===== config.mk =====
export PLATFORM = sky130hd
export DESIGN_NAME = mode_burst_ctrl
export DESIGN_NICKNAME = d
export VERILOG_FILES = /design/src/hdl/mode_burst_pkg.sv /design/src/hdl/burst_order.sv /design/src/hdl/mode_burst_ctrl.sv /design/src/hdl/pin_sync.sv
export SDC_FILE = /design/constraint.sdc
export NUM_CORES = 1
export LEC_CHECK = 0
export BUFFER_PORTS_ARGS = -buffer_cell sky130_fd_sc_hd__buf_2
export CAP_MARGIN = 20
export CORE_MARGIN = 5
export CORE_UTILIZATION = 60
export DETAILED_ROUTE_END_ITERATION = 8
export PLACE_DENSITY = 0.92
export SYNTH_ARGS = -nofsm -noshare
export SYNTH_HDL_FRONTEND = slang
export SYNTH_HIERARCHICAL = 1
export SYNTH_SLANG_ARGS = --single-unit

===== constraint.sdc =====
create_clock -name pclk -period 4.4 [get_ports pclk]
set_input_delay 0.22 -clock pclk [delete_from_list [all_inputs] [get_ports pclk]]
set_output_delay 0.22 -clock pclk [all_outputs]
set_load 0.05 [all_outputs]

===== src/hdl/mode_burst_pkg.sv =====
// Shared constants and types of the mode register and burst control block.
package mode_burst_pkg;
	// APB register byte offsets.
	localparam logic [7:0] CTRL_OFS = 8'h00;
	localparam logic [7:0] STATUS_OFS = 8'h04;
	localparam logic [7:0] BURST_REG_OFS = 8'h08;
	localparam logic [7:0] LOOP_REG_OFS = 8'h0c;
	localparam logic [7:0] REFRESH_REG_OFS = 8'h10;
	localparam logic [7:0] READOUT_REG_OFS = 8'h14;
	localparam logic [7:0] PATTERN_OFS = 8'h18;
	// Reset values of the software registers.
	localparam logic CTRL_EN_RST = 1'b1;
	localparam logic [7:0] PATTERN_RST = 8'h55;
	// Address bits kept by each mode register; the rest are reserved.
	localparam logic [15:0] BURST_KEEP = 16'h1fff;
	localparam logic [15:0] LOOP_KEEP = 16'h12ff;
	localparam logic [15:0] REFRESH_KEEP = 16'h06ff;
	localparam logic [15:0] READOUT_KEEP = 16'h0007;
	// Field positions inside the mode registers.
	localparam int BL_LSB = 0;
	localparam int BT_BIT = 3;
	localparam int RDLAT_LSB = 4;
	localparam int LOOP_RESET_BIT = 8;
	localparam int LOOP_OFF_BIT = 0;
	localparam int ADDLAT_LSB = 3;
	localparam int LEVEL_BIT = 7;
	localparam int PARTIAL_LSB = 0;
	localparam int WRLAT_LSB = 3;
	localparam int TERM_WR_LSB = 9;
	localparam int PATTERN_EN_BIT = 2;
	localparam int OTF_ADDR_BIT = 12;
	// Burst length field codes.
	localparam logic [1:0] BL_FIXED8 = 2'b00;
	localparam logic [1:0] BL_OTF = 2'b01;
	localparam logic [1:0] BL_FIXED4 = 2'b10;
	// Latency field bases and the only latency supported with the loop off.
	localparam logic [4:0] RD_LAT_BASE = 5'h04;
	localparam logic [4:0] WR_LAT_BASE = 5'h05;
	localparam logic [4:0] OFF_LAT_ONLY = 5'h06;
	// Loop lock time in command clocks; pclk is the command clock.
	localparam int LOCK_TIME_NCK = 512;
	localparam logic [9:0] LOCK_CYCLES = 10'(LOCK_TIME_NCK);
	// Burst slot of four clocks, two positions per clock.
	localparam int SLOT_CLOCKS = 4;
	localparam int CHOP_ADVANCE = 2;
	localparam logic [1:0] LAST_BEAT = 2'(SLOT_CLOCKS - 1);
	localparam logic [1:0] EARLY_BEAT = 2'(SLOT_CLOCKS - 1 - CHOP_ADVANCE);
	// Sticky flag and status bit positions.
	localparam int FLAG_RSVD = 0;
	localparam int FLAG_EARLY_READ = 1;
	localparam int FLAG_PART_LOSS = 2;
	localparam int FLAG_OFF_LAT = 3;
	localparam int FLAG_OVERRUN = 4;
	localparam int STAT_LOOP_ON = 8;
	// Burst engine phases.
	typedef enum logic [1:0] {PH_IDLE = 2'b00, PH_WAIT = 2'b01, PH_SLOT = 2'b10} phase_type;
endpackage


===== src/hdl/burst_order.sv =====
// Column order of one burst position for reads and writes.
`timescale 1ns/100ps
module burst_order (
	input wire logic [2:0] start,
	input wire logic [2:0] pos,
	input wire logic interleave,
	input wire logic is_write,
	input wire logic chop,
	output logic [2:0] col
);
	// Writes ignore the low start bits; reads follow the burst type.
	always_comb begin
		if (is_write && chop) begin
			col = {start[2], pos[1:0]};
		end else if (is_write) begin
			col = pos;
		end else if (interleave) begin
			col = start ^ pos;
		end else begin
			col = {start[2] ^ pos[2], 2'(start[1:0] + pos[1:0])};
		end
	end
endmodule // burst_order


===== src/hdl/mode_burst_ctrl.sv =====
// Mode register decode, burst sequencing and loop control of the memory device.
// What this block does
// - Bank 10 mode set writes refresh register.
// - Write termination always; dynamic enable none while leveling.
// - Partial refresh loses outside data on entry.
// - Bank 11 mode set writes readout register.
// - Pattern off ignores location bits.
// - Pattern on makes reads return pattern.
// - Burst length fixed four, eight, or flying.
// - Fixed chop writes commit two clocks early.
// - Flying chop writes commit like eight.
// - Sequential reads wrap inside four-column group.
// - Interleaved column is start xor position.
// - Chop reads float last four positions.
// - Chop writes use start bit two only.
// - Eight writes always go zero to seven.
// - Self refresh turns the loop off.
// - Writes never wait for loop lock.
// - Loop disable bit holds loop off.
// - Loop off supports latency six only.
// - Loop off read reference one cycle earlier.
//
// Implementation choices: register access over APB and the placing of the registers.
`timescale 1ns/100ps
module mode_burst_ctrl import mode_burst_pkg::*; (
	input wire logic pclk,
	input wire logic presetn,
	input wire logic psel,
	input wire logic penable,
	input wire logic pwrite,
	input wire logic [7:0] paddr,
	input wire logic [31:0] pwdata,
	output logic [31:0] prdata,
	output logic pready,
	output logic pslverr,
	input wire logic cs_n,
	input wire logic row_strobe_n,
	input wire logic col_strobe_n,
	input wire logic write_en_n,
	input wire logic clk_enable,
	input wire logic [2:0] bank_addr,
	input wire logic [15:0] addr,
	output logic [2:0] col_first,
	output logic [2:0] col_second,
	output logic dq_oe_n,
	output logic write_commit,
	output logic strobe_ref,
	output logic pattern_sel,
	output logic [1:0] pattern_loc,
	output logic [7:0] pattern_data,
	output logic term_write_on,
	output logic term_dynamic_en,
	output logic loop_enabled,
	output logic loop_locked,
	output logic [2:0] partial_array_self_refresh
);
	// Complete block state.
	typedef struct packed {
		logic [15:0] burst_latency_reg;
		logic [15:0] loop_and_drive_config_reg;
		logic [15:0] refresh_termination_latency_reg;
		logic [15:0] readout_control_reg;
		logic ctrl_en;
		logic [7:0] pattern;
		logic self_ref;
		logic [9:0] lock_cnt;
		logic locked;
		phase_type phase;
		logic is_write;
		logic chop;
		logic early;
		logic [2:0] start;
		logic [4:0] lat_cnt;
		logic [1:0] beat;
		logic [4:0] flags;
		logic [31:0] prdata;
		logic [2:0] col_a;
		logic [2:0] col_b;
		logic dq_oe_n;
		logic write_commit;
		logic strobe_ref;
		logic pattern_sel;
		logic term_write_on;
	} state_type;

	// Reset image: decode enabled, outputs floating, engine idle.
	localparam state_type STATE_RST = '{ctrl_en: CTRL_EN_RST, pattern: PATTERN_RST,
		dq_oe_n: 1'b1, phase: PH_IDLE, default: '0};

	state_type ff; // Registered state.
	state_type nxt; // Next state.
	logic [23:0] pins_raw; // Command pins as they arrive.
	logic [23:0] pins_s; // Command pins after synchronisation.
	logic [3:0] cmd_s; // Chip select and the three strobes.
	logic cke_s; // Synchronised clock enable.
	logic [2:0] ba_s; // Synchronised bank address.
	logic [15:0] addr_s; // Synchronised address.
	logic mrs_hit; // Mode register set seen.
	logic read_hit; // Read command seen.
	logic write_hit; // Write command seen.
	logic sr_entry; // Self refresh entry seen.
	logic idle; // Burst engine free.
	logic rd_go; // Read accepted.
	logic wr_go; // Write accepted.
	logic loop_off; // Loop disabled by software.
	logic loop_on; // Loop running.
	logic [15:0] keep_mask; // Writable bits of the addressed mode register.
	logic [4:0] rd_lat; // Read latency setting in clocks.
	logic [4:0] wr_lat; // Write latency setting in clocks.
	logic [4:0] add_lat; // Additive latency setting in clocks.
	logic [2:0] ord_a; // Column of the even position.
	logic [2:0] ord_b; // Column of the odd position.
	logic apb_mapped; // Address hits a register.
	logic [31:0] rd_mux; // Read data for the addressed register.

	// Pins come from the controller's clock; resync before use.
	assign pins_raw = {cs_n, row_strobe_n, col_strobe_n, write_en_n, clk_enable, bank_addr, addr};

	pin_sync #(.W(24), .INIT({4'hf, 20'h00000})) u_sync (
		.pclk(pclk),
		.presetn(presetn),
		.din(pins_raw),
		.dout(pins_s)
	);

	assign cmd_s = pins_s[23:20];
	assign cke_s = pins_s[19];
	assign ba_s = pins_s[18:16];
	assign addr_s = pins_s[15:0];

	// Command decode; commands count with clock enable high, self refresh entry with it low.
	assign mrs_hit = ff.ctrl_en && cke_s && (cmd_s == 4'h0);
	assign read_hit = ff.ctrl_en && cke_s && (cmd_s == 4'h5);
	assign write_hit = ff.ctrl_en && cke_s && (cmd_s == 4'h4);
	assign sr_entry = ff.ctrl_en && !cke_s && (cmd_s == 4'h1) && !ff.self_ref;
	assign idle = (ff.phase == PH_IDLE);
	assign rd_go = read_hit && idle;
	assign wr_go = write_hit && idle;

	// Loop state follows the disable bit and self refresh.
	assign loop_off = ff.loop_and_drive_config_reg[LOOP_OFF_BIT];
	assign loop_on = !loop_off && !ff.self_ref;

	// Latencies decoded from the mode registers.
	assign rd_lat = RD_LAT_BASE + {2'b00, ff.burst_latency_reg[RDLAT_LSB +: 3]};
	assign wr_lat = WR_LAT_BASE + {2'b00, ff.refresh_termination_latency_reg[WRLAT_LSB +: 3]};

	// Additive latency: off, one less or two less than read latency.
	always_comb begin
		unique case (ff.loop_and_drive_config_reg[ADDLAT_LSB +: 2])
			2'b01: begin
				add_lat = 5'(rd_lat - 5'h01);
			end
			2'b10: begin
				add_lat = 5'(rd_lat - 5'h02);
			end
			default: begin
				add_lat = 5'h00;
			end
		endcase
	end

	// Writable bits of the register addressed by the bank bits.
	always_comb begin
		unique case (ba_s[1:0])
			2'b00: begin
				keep_mask = BURST_KEEP;
			end
			2'b01: begin
				keep_mask = LOOP_KEEP;
			end
			2'b10: begin
				keep_mask = REFRESH_KEEP;
			end
			default: begin
				keep_mask = READOUT_KEEP;
			end
		endcase
	end

	// Column order for the two positions of the current clock.
	burst_order u_ord_a (
		.start(ff.start),
		.pos({ff.beat, 1'b0}),
		.interleave(ff.burst_latency_reg[BT_BIT]),
		.is_write(ff.is_write),
		.chop(ff.chop),
		.col(ord_a)
	);

	burst_order u_ord_b (
		.start(ff.start),
		.pos({ff.beat, 1'b1}),
		.interleave(ff.burst_latency_reg[BT_BIT]),
		.is_write(ff.is_write),
		.chop(ff.chop),
		.col(ord_b)
	);

	// APB address decode and read data selection.
	always_comb begin
		apb_mapped = 1'b1;
		rd_mux = 32'h00000000;
		case (paddr)
			CTRL_OFS: begin
				rd_mux = {31'h00000000, ff.ctrl_en};
			end
			STATUS_OFS: begin
				rd_mux = {20'h00000, !idle, ff.self_ref, ff.locked, loop_on, 3'h0, ff.flags};
			end
			BURST_REG_OFS: begin
				rd_mux = {16'h0000, ff.burst_latency_reg};
			end
			LOOP_REG_OFS: begin
				rd_mux = {16'h0000, ff.loop_and_drive_config_reg};
			end
			REFRESH_REG_OFS: begin
				rd_mux = {16'h0000, ff.refresh_termination_latency_reg};
			end
			READOUT_REG_OFS: begin
				rd_mux = {16'h0000, ff.readout_control_reg};
			end
			PATTERN_OFS: begin
				rd_mux = {24'h000000, ff.pattern};
			end
			default: begin
				apb_mapped = 1'b0;
			end
		endcase
	end

	// Next state: bus, mode registers, loop and burst engine.
	always_comb begin
		nxt = ff;
		nxt.write_commit = 1'b0;
		nxt.strobe_ref = 1'b0;
		// Read data is latched in the setup cycle and shown in the access cycle.
		if (psel && !penable) begin
			nxt.prdata = apb_mapped ? rd_mux : 32'h00000000;
		end
		// Software writes; status flags clear by writing one.
		if (psel && penable && pwrite) begin
			case (paddr)
				CTRL_OFS: begin
					nxt.ctrl_en = pwdata[0];
				end
				STATUS_OFS: begin
					nxt.flags = ff.flags & ~pwdata[4:0];
				end
				PATTERN_OFS: begin
					nxt.pattern = pwdata[7:0];
				end
				default: begin
					nxt.ctrl_en = ff.ctrl_en;
				end
			endcase
		end
		// Mode register set: the bank bits pick the register, reserved bits drop.
		if (mrs_hit) begin
			unique case (ba_s[1:0])
				2'b00: begin
					nxt.burst_latency_reg = addr_s & BURST_KEEP;
				end
				2'b01: begin
					nxt.loop_and_drive_config_reg = addr_s & LOOP_KEEP;
				end
				2'b10: begin
					nxt.refresh_termination_latency_reg = addr_s & REFRESH_KEEP;
				end
				default: begin
					nxt.readout_control_reg = addr_s & READOUT_KEEP;
				end
			endcase
			if (ba_s[2] || ((addr_s & ~keep_mask) != 16'h0000)) begin
				nxt.flags[FLAG_RSVD] = 1'b1;
			end
		end
		// Self refresh entry and exit; partial refresh may drop data here.
		if (sr_entry) begin
			nxt.self_ref = 1'b1;
			if (ff.refresh_termination_latency_reg[PARTIAL_LSB +: 3] != 3'h0) begin
				nxt.flags[FLAG_PART_LOSS] = 1'b1;
			end
		end else if (ff.self_ref && cke_s) begin
			nxt.self_ref = 1'b0;
		end
		// Lock timer runs from a loop reset while the loop is on.
		// Lock drops at the very edge that turns the loop off, never one clock later.
		if (!loop_on || sr_entry ||
			(mrs_hit && (ba_s[1:0] == 2'b01) && addr_s[LOOP_OFF_BIT])) begin
			nxt.lock_cnt = 10'h000;
			nxt.locked = 1'b0;
		end else if (mrs_hit && (ba_s[1:0] == 2'b00) && addr_s[LOOP_RESET_BIT]) begin
			nxt.lock_cnt = LOCK_CYCLES;
			nxt.locked = 1'b0;
		end else if (ff.lock_cnt != 10'h000) begin
			nxt.lock_cnt = 10'(ff.lock_cnt - 10'h001);
			nxt.locked = (ff.lock_cnt == 10'h001);
		end
		// A command that finds the engine busy is dropped and flagged.
		if ((read_hit || write_hit) && !idle) begin
			nxt.flags[FLAG_OVERRUN] = 1'b1;
		end
		// Accept a read or write and load its latency.
		if (rd_go || wr_go) begin
			nxt.phase = PH_WAIT;
			nxt.is_write = wr_go;
			nxt.start = addr_s[2:0];
			nxt.beat = 2'b00;
			unique case (ff.burst_latency_reg[BL_LSB +: 2])
				BL_FIXED4: begin
					nxt.chop = 1'b1;
					nxt.early = 1'b1;
				end
				BL_OTF: begin
					nxt.chop = !addr_s[OTF_ADDR_BIT];
					nxt.early = 1'b0;
				end
				default: begin
					nxt.chop = 1'b0;
					nxt.early = 1'b0;
				end
			endcase
			if (wr_go) begin
				nxt.lat_cnt = 5'(add_lat + wr_lat - 5'h01);
			end else if (loop_off) begin
				nxt.lat_cnt = 5'(add_lat + rd_lat - 5'h02);
			end else begin
				nxt.lat_cnt = 5'(add_lat + rd_lat - 5'h01);
			end
			if (rd_go && loop_on && !ff.locked) begin
				nxt.flags[FLAG_EARLY_READ] = 1'b1;
			end
			if (loop_off && (rd_lat != OFF_LAT_ONLY || wr_lat != OFF_LAT_ONLY)) begin
				nxt.flags[FLAG_OFF_LAT] = 1'b1;
			end
		end
		// Latency wait; the read strobe reference marks the slot start.
		if (ff.phase == PH_WAIT) begin
			if (ff.lat_cnt == 5'h01) begin
				nxt.phase = PH_SLOT;
				nxt.strobe_ref = !ff.is_write;
			end else begin
				nxt.lat_cnt = 5'(ff.lat_cnt - 5'h01);
			end
		end
		// Data slot: two positions per clock for four clocks.
		nxt.dq_oe_n = 1'b1;
		nxt.pattern_sel = 1'b0;
		nxt.term_write_on = 1'b0;
		if (ff.phase == PH_SLOT) begin
			nxt.col_a = ord_a;
			nxt.col_b = ord_b;
			nxt.dq_oe_n = ff.is_write || (ff.chop && ff.beat[1]);
			nxt.pattern_sel = !ff.is_write && ff.readout_control_reg[PATTERN_EN_BIT];
			nxt.term_write_on = ff.is_write &&
				(ff.refresh_termination_latency_reg[TERM_WR_LSB +: 2] != 2'b00);
			nxt.write_commit = ff.is_write && (ff.beat == (ff.early ? EARLY_BEAT : LAST_BEAT));
			if (ff.beat == LAST_BEAT) begin
				nxt.phase = PH_IDLE;
			end else begin
				nxt.beat = 2'(ff.beat + 2'b01);
			end
		end
	end

	// State register.
	always_ff @(posedge pclk or negedge presetn) begin
		if (!presetn) begin
			ff <= STATE_RST;
		end else begin
			ff <= nxt;
		end
	end

	// Zero wait state slave; error only on unmapped addresses.
	assign pready = 1'b1;
	assign pslverr = psel && penable && !apb_mapped;
	assign prdata = ff.prdata;
	assign col_first = ff.col_a;
	assign col_second = ff.col_b;
	assign dq_oe_n = ff.dq_oe_n;
	assign write_commit = ff.write_commit;
	assign strobe_ref = ff.strobe_ref;
	assign pattern_sel = ff.pattern_sel;
	assign pattern_data = ff.pattern;
	// Location is ignored while the pattern readout is off.
	assign pattern_loc = ff.readout_control_reg[PATTERN_EN_BIT] ?
		ff.readout_control_reg[1:0] : 2'b00;
	assign term_write_on = ff.term_write_on;
	// Dynamic termination only outside write leveling.
	assign term_dynamic_en = !ff.loop_and_drive_config_reg[LEVEL_BIT] &&
		(ff.refresh_termination_latency_reg[TERM_WR_LSB +: 2] != 2'b00);
	assign loop_enabled = loop_on;
	assign loop_locked = ff.locked;
	assign partial_array_self_refresh = ff.refresh_termination_latency_reg[PARTIAL_LSB +: 3];
endmodule // mode_burst_ctrl


===== src/hdl/pin_sync.sv =====
// Two flip-flop synchroniser for a group of pins.
`timescale 1ns/100ps
module pin_sync #(
	parameter int W = 1,
	parameter logic [W-1:0] INIT = '0
) (
	input wire logic pclk,
	input wire logic presetn,
	input wire logic [W-1:0] din,
	output logic [W-1:0] dout
);
	// First stage; read only by the second stage.
	logic [W-1:0] meta_ff;

	// Both stages reset to the idle pin level.
	always_ff @(posedge pclk or negedge presetn) begin
		if (!presetn) begin
			meta_ff <= INIT;
			dout <= INIT;
		end else begin
			meta_ff <= din;
			dout <= meta_ff;
		end
	end
endmodule // pin_sync


# Word level (Yosys, flattened, before mapping)
# Cells that the tools add are included.
# word_totals
in_bits	69
wordCells	186
out_inout_bits	61
ff_bits	168
# classes
bitwise_logic	8
eq_ne	23
muxes	45
n_reduce_logical	68
n_addsub	14
# ops
op	n
13-bit one-hot mux with 7 select lines	1
13-bit one-hot mux with 3 select lines	1
11-bit two-way mux	3
32-bit two-way mux	1
5-bit two-way mux	6
1-bit logical AND	29
8-bit by 5-bit equality test with 1-bit output, second input constant	3
2-bit two-way mux	10
3-bit two-way mux	6
16-bit AND	1
8-bit by 4-bit equality test with 1-bit output, second input constant	2
16-bit inverter	1
16-bit nonzero test	1
15-bit two-way mux	1
5-bit by 1-bit subtractor with 5-bit output, second input constant	3
1-bit two-way mux	14
2-bit AND reduction	7
1-bit logical NOT	11
5-bit by 4-bit adder with 5-bit output	2
10-bit by 1-bit equality test with 1-bit output, second input constant	1
2-bit equality test, second input constant	5
5-bit one-hot mux with 2 select lines	1
10-bit nonzero test	1
10-bit by 1-bit subtractor with 10-bit output, second input constant	1
other kinds (27)	46

# Logic depth before layout (Yosys ltp)
# logic_depth
word_depth	12
ltp_mapped	15
mapped_depth_nobuf	15

# Modules after synthesis
# The synthesis kept the hierarchy.
# modules_own_cells
module	seq_area_each_um2	area_per_inst_um2	n_inst	cells_per_inst
mode_burst_ctrl	2534.9	5863.1	1	599
pin_sync	1211.2	1211.2	1	48
burst_order	0.0	93.8	2	11

# Worst setup path after synthesis
# Ideal clock, no wire load.
# synth_timing
path_type	reg2reg
from	register ff[137] (netlist name)
to	register ff[53] (netlist name)
slack_ps	1673
path_buffers	0
t_arrival_ps	2604
path_stages_with_launch	14
required_time_ps	4277
synth_period_minus_slack_ps	2727
setup_time_ps	123
cell_sequence	dfrtp_1 inv_1 ha_1 o2bb2ai_1 nor2b_1 fa_1 xnor2_1 xnor2_1 inv_1 ha_1 o21ai_0 a21oi_1 nand2b_1 o221a_2
# synth_rtl
item	line_no	text
from (decl)	mode_burst_ctrl.sv:90	state_type ff;
from (signal assigned)	mode_burst_ctrl.sv:372	ff <= nxt;

==> flow_summary.json <==
{
  "p_leak_uw": 0.00403,
  "pin_count_of_the_biggest_net_entering_global_routing": 108,
  "tritoncts_clock_tree": "yes",
  "post_cts_resize_count": 0,
  "cts_hold_buffers": 25,
  "max_rail_drop_vdd_uv": 334,
  "timing.final.setup_violations": 0,
  "pre_cts_worst_setup_slack_ps": 1300,
  "cts.clk_slew.worst_paths_ps": 60,
  "outcome": "finished clean",
  "floorplan.rows": 40,
  "worstSetupPathType": "register to register",
  "worst_hold_path.num_cells": 2,
  "ys_ff_latch": 149,
  "hold_end": "pattern_data[7]$_DFFE_PN0P_",
  "nNetsFinal": 848,
  "hold_start": "pwdata[7]",
  "yosysWarningCount": 6,
  "netlist_top_cells_area": "dfrtp_1 47%, mux2_2 7.0%, buf_4 5.3%, dfstp_2 5.1%, ha_1 4.8%",
  "global_route.overflow_total": 0,
  "timing.max_slew.rel_slack": 0.340,
  "floorplan.initialDensity": 0.607,
  "max-cap-violations": 0,
  "max_clock_freq_ghz": 0.319,
  "place.detailed.hpwl_um": 11800,
  "cts.repair_timing.setup_buffer_count": 0,
  "core_mm2": 0.0120,
  "fin_setup_tns_ps": 0,
  "drt.antenna.violating_nets": 0,
  "worstSetupEndpointType": "register",
  "syn_area_mm2": 0.00726,
  "tritoncts_buffers": 17,
  "setup.reg_to_reg.worst_slack_ps": 1270,
  "async_reset_ff_frac": 1.00,
  "synth-edff-count": 0,
  "drtPass1Iterations": 7,
  "wire_length_of_the_first_global_routing_pass_um": 28700,
  "clock_sink_count": 149,
  "detail_route.drc_violations": 0,
  "insertedDiodeCount": 0,
  "syn_to_final_growth_pct": 15.2,
  "worst-endpoint-arrival_ps": 3490,
  "finalMaxSlewViolations": 0,
  "clk_latency_ps": 420,
  "ys_seq_area_frac": 0.516,
  "number_of_failing_hold_endpoints_at_the_final_stage": 0,
  "vias": 5424,
  "die_area_mm2": 0.0144,
  "boundaryPins": 130,
  "detail_route.wirelength_um": 18000,
  "drive_gt1_frac": 0.247,
  "most_common_cell_after_layout_fill_and_taps_aside": "dfrtp_1",
  "most-common-layout-cells": "135 x dfrtp_1, 84 x buf_2, 77 x nand2_1",
  "synth_top_cell_by_area": "dfrtp_1",
  "grt_setup_unrepaired": "false",
  "die_w_um": 120,
  "layout_min_cycle_time_ps": 3130,
  "cp_max_fo": 6,
  "die_y_um": 120,
  "netlist.area_leader.share": 0.465,
  "groute.usage.overall": 0.260,
  "cts.root.buffer_cell": "clkbuf_16",
  "critical_path.startpoint_type": "register",
  "synth.lib_cells_used.distinct": 61,
  "worstReg2RegEnd": "ff[53]$_DFF_PN0_",
  "rr_startpoint": "ff[137]$_DFFE_PN0P_",
  "clock_tree.htree_level_count": 4,
  "first_iter_violations": 509,
  "wire_per_inst_um": 19.8,
  "first_global_vias": 5579,
  "synthesis.area_per_instance_um2": 10.9,
  "clock-skew-final_ps": 8.96,
  "postSynth.topFlopCell": "dfrtp_1",
  "powerDensity_mw_per_mm2": 435,
  "timing.reg2reg.worst_path_depth": 14,
  "antenna_found_initial": 0,
  "hold_path.class": "input port to register",
  "period_share": 0.712,
  "buffer_ports.inserted": 85,
  "finalWorstSetupSlack_ps": 1270,
  "cts.path.max_buffers": 2,
  "timing_worst_slew_pin_value_ps": 986,
  "postSynthCellCount": 669,
  "place.gp.congestion": 0.923,
  "vias_per_cell": 5.97,
  "critical_path_required_time_ps": 4760
}
[synthesized netlist by cell type, types with 2 or more instances]
cell type	instances
xnor2_1	13
buf_1	2
clkbuf_1	16
o2bb2ai_1	2
a21o_1	7
nor4_1	4
o21ai_0	33
a211oi_1	5
nand2_1	77
or3_1	4
and2_1	6
a22o_1	6
nor2b_1	11
buf_2	4
nor3b_1	3
mux2i_1	15
xor2_1	5
a21boi_0	2
nor2b_4	2
conb_1	2
nand3b_1	3
a22oi_1	8
dfstp_2	14
a21oi_1	30
or4_1	3
mux2_2	45
a221oi_1	5
fa_1	2
dfrtp_1	135
inv_1	30
o31ai_1	5
nand2b_1	8
buf_4	51
nor3_1	9
ha_1	28
nand4_1	2
o31a_1	2
nand3_1	11
a31oi_1	5
nor2_1	33
[how the worst max path moves through the flow]
stage                              startpoint          endpoint  slack (ps)  cells after the start
final                     ff[137]$_DFFE_PN0P_  ff[53]$_DFF_PN0_        1270                     14
after detailed placement  ff[137]$_DFFE_PN0P_  ff[53]$_DFF_PN0_        1300                     13
after global placement    ff[137]$_DFFE_PN0P_  ff[53]$_DFF_PN0_        1490                     14
after global routing      ff[137]$_DFFE_PN0P_  ff[53]$_DFF_PN0_        1030                     14
after floorplan           ff[137]$_DFFE_PN0P_  ff[53]$_DFF_PN0_        1670                     13
after CTS                 ff[137]$_DFFE_PN0P_  ff[53]$_DFF_PN0_        1290                     14
[worst max-delay path, stage by stage, from the launching register on]
cell and delay, ps:
dfrtp_1 480, inv_1 160, ha_1 310, o2bb2ai_1 170, nor2b_1 300, inv_1 80, ha_1 290, inv_1 70
ha_1 180, inv_1 60, fa_1 390, xnor2_1 160, nor3_1 60, a31oi_1 170, o221a_2 200
[cell families (layout without fill, tap and decap cells)]
| family | after synthesis | in the layout | synth area share |
|---|---|---|---|
| multiplexers | 60 | 60 | 0.0905 |
| other | 2 | 24 | 0.00103 |
| buffers and inverters | 103 | 174 | 0.0803 |
| AND/OR/NAND/NOR | 188 | 188 | 0.132 |
| flip-flops | 149 | 149 | 0.516 |
| adder cells (fa/ha/maj) | 30 | 30 | 0.0538 |
| AO/OA/AOI/OAI | 119 | 119 | 0.105 |
| XOR/XNOR | 18 | 18 | 0.0217 |
[metal layers]
metal / part of all wire / wire length (um) / track usage
met5: 0 / 0 / 0
met4: 0.040 / 712 / 0.128
met3: 0.087 / 1570 / 0.0726
met2: 0.51 / 9190 / 0.438
met1: 0.36 / 6540 / 0.305
[sequential cells by signal, summed over array words and instances, names as in the netlist, 3 cells and up]
name / flops
prdata: 13
partial_array_self_refresh: 3
ff: 65
u_sync/dout: 24
u_sync/meta_ff: 24
col_first: 3
col_second: 3
pattern_data: 8
[area by class of cell]
class                           count  area, um2
Multi-Input combinational cell    439       3020
Tap cell                          147        184
Timing Repair Buffer              112        697
Clock buffer                       20        447
Fill cell                         761       3590
Sequential cell                   149       3750
Inverter                           30        113
Clock inverter                     12        166
[power by group]
part / total [uW] / internal (uW) / switching [uW] / leakage, uW
clock network: 1500 / 919 / 583 / 0.000293
logic: 535 / 184 / 352 / 0.00185
registers: 1600 / 1490 / 109 / 0.00189
total: 3640 / 2590 / 1040 / 0.00403
[per-stage QoR]
stage | hold slack, ps | utilization | std cells | instance area (um2) | power [uW]
5_1_grt | 26.2 | 0.700 | 909 | 8370 | 3780
4_1_cts | 21.4 | 0.700 | 909 | 8370 | 3640
3_3_place_gp | 327 | 0.627 | 852 | 7500 | 2080
3_5_place_dp | 328 | 0.627 | 852 | 7500 | 2120
2_1_floorplan | -75.6 | - | 691 | 7340 | 2010
6_report | 43.3 | 0.700 | 909 | 8370 | 3640
Note: power is estimated with default switching activity, not from simulation.
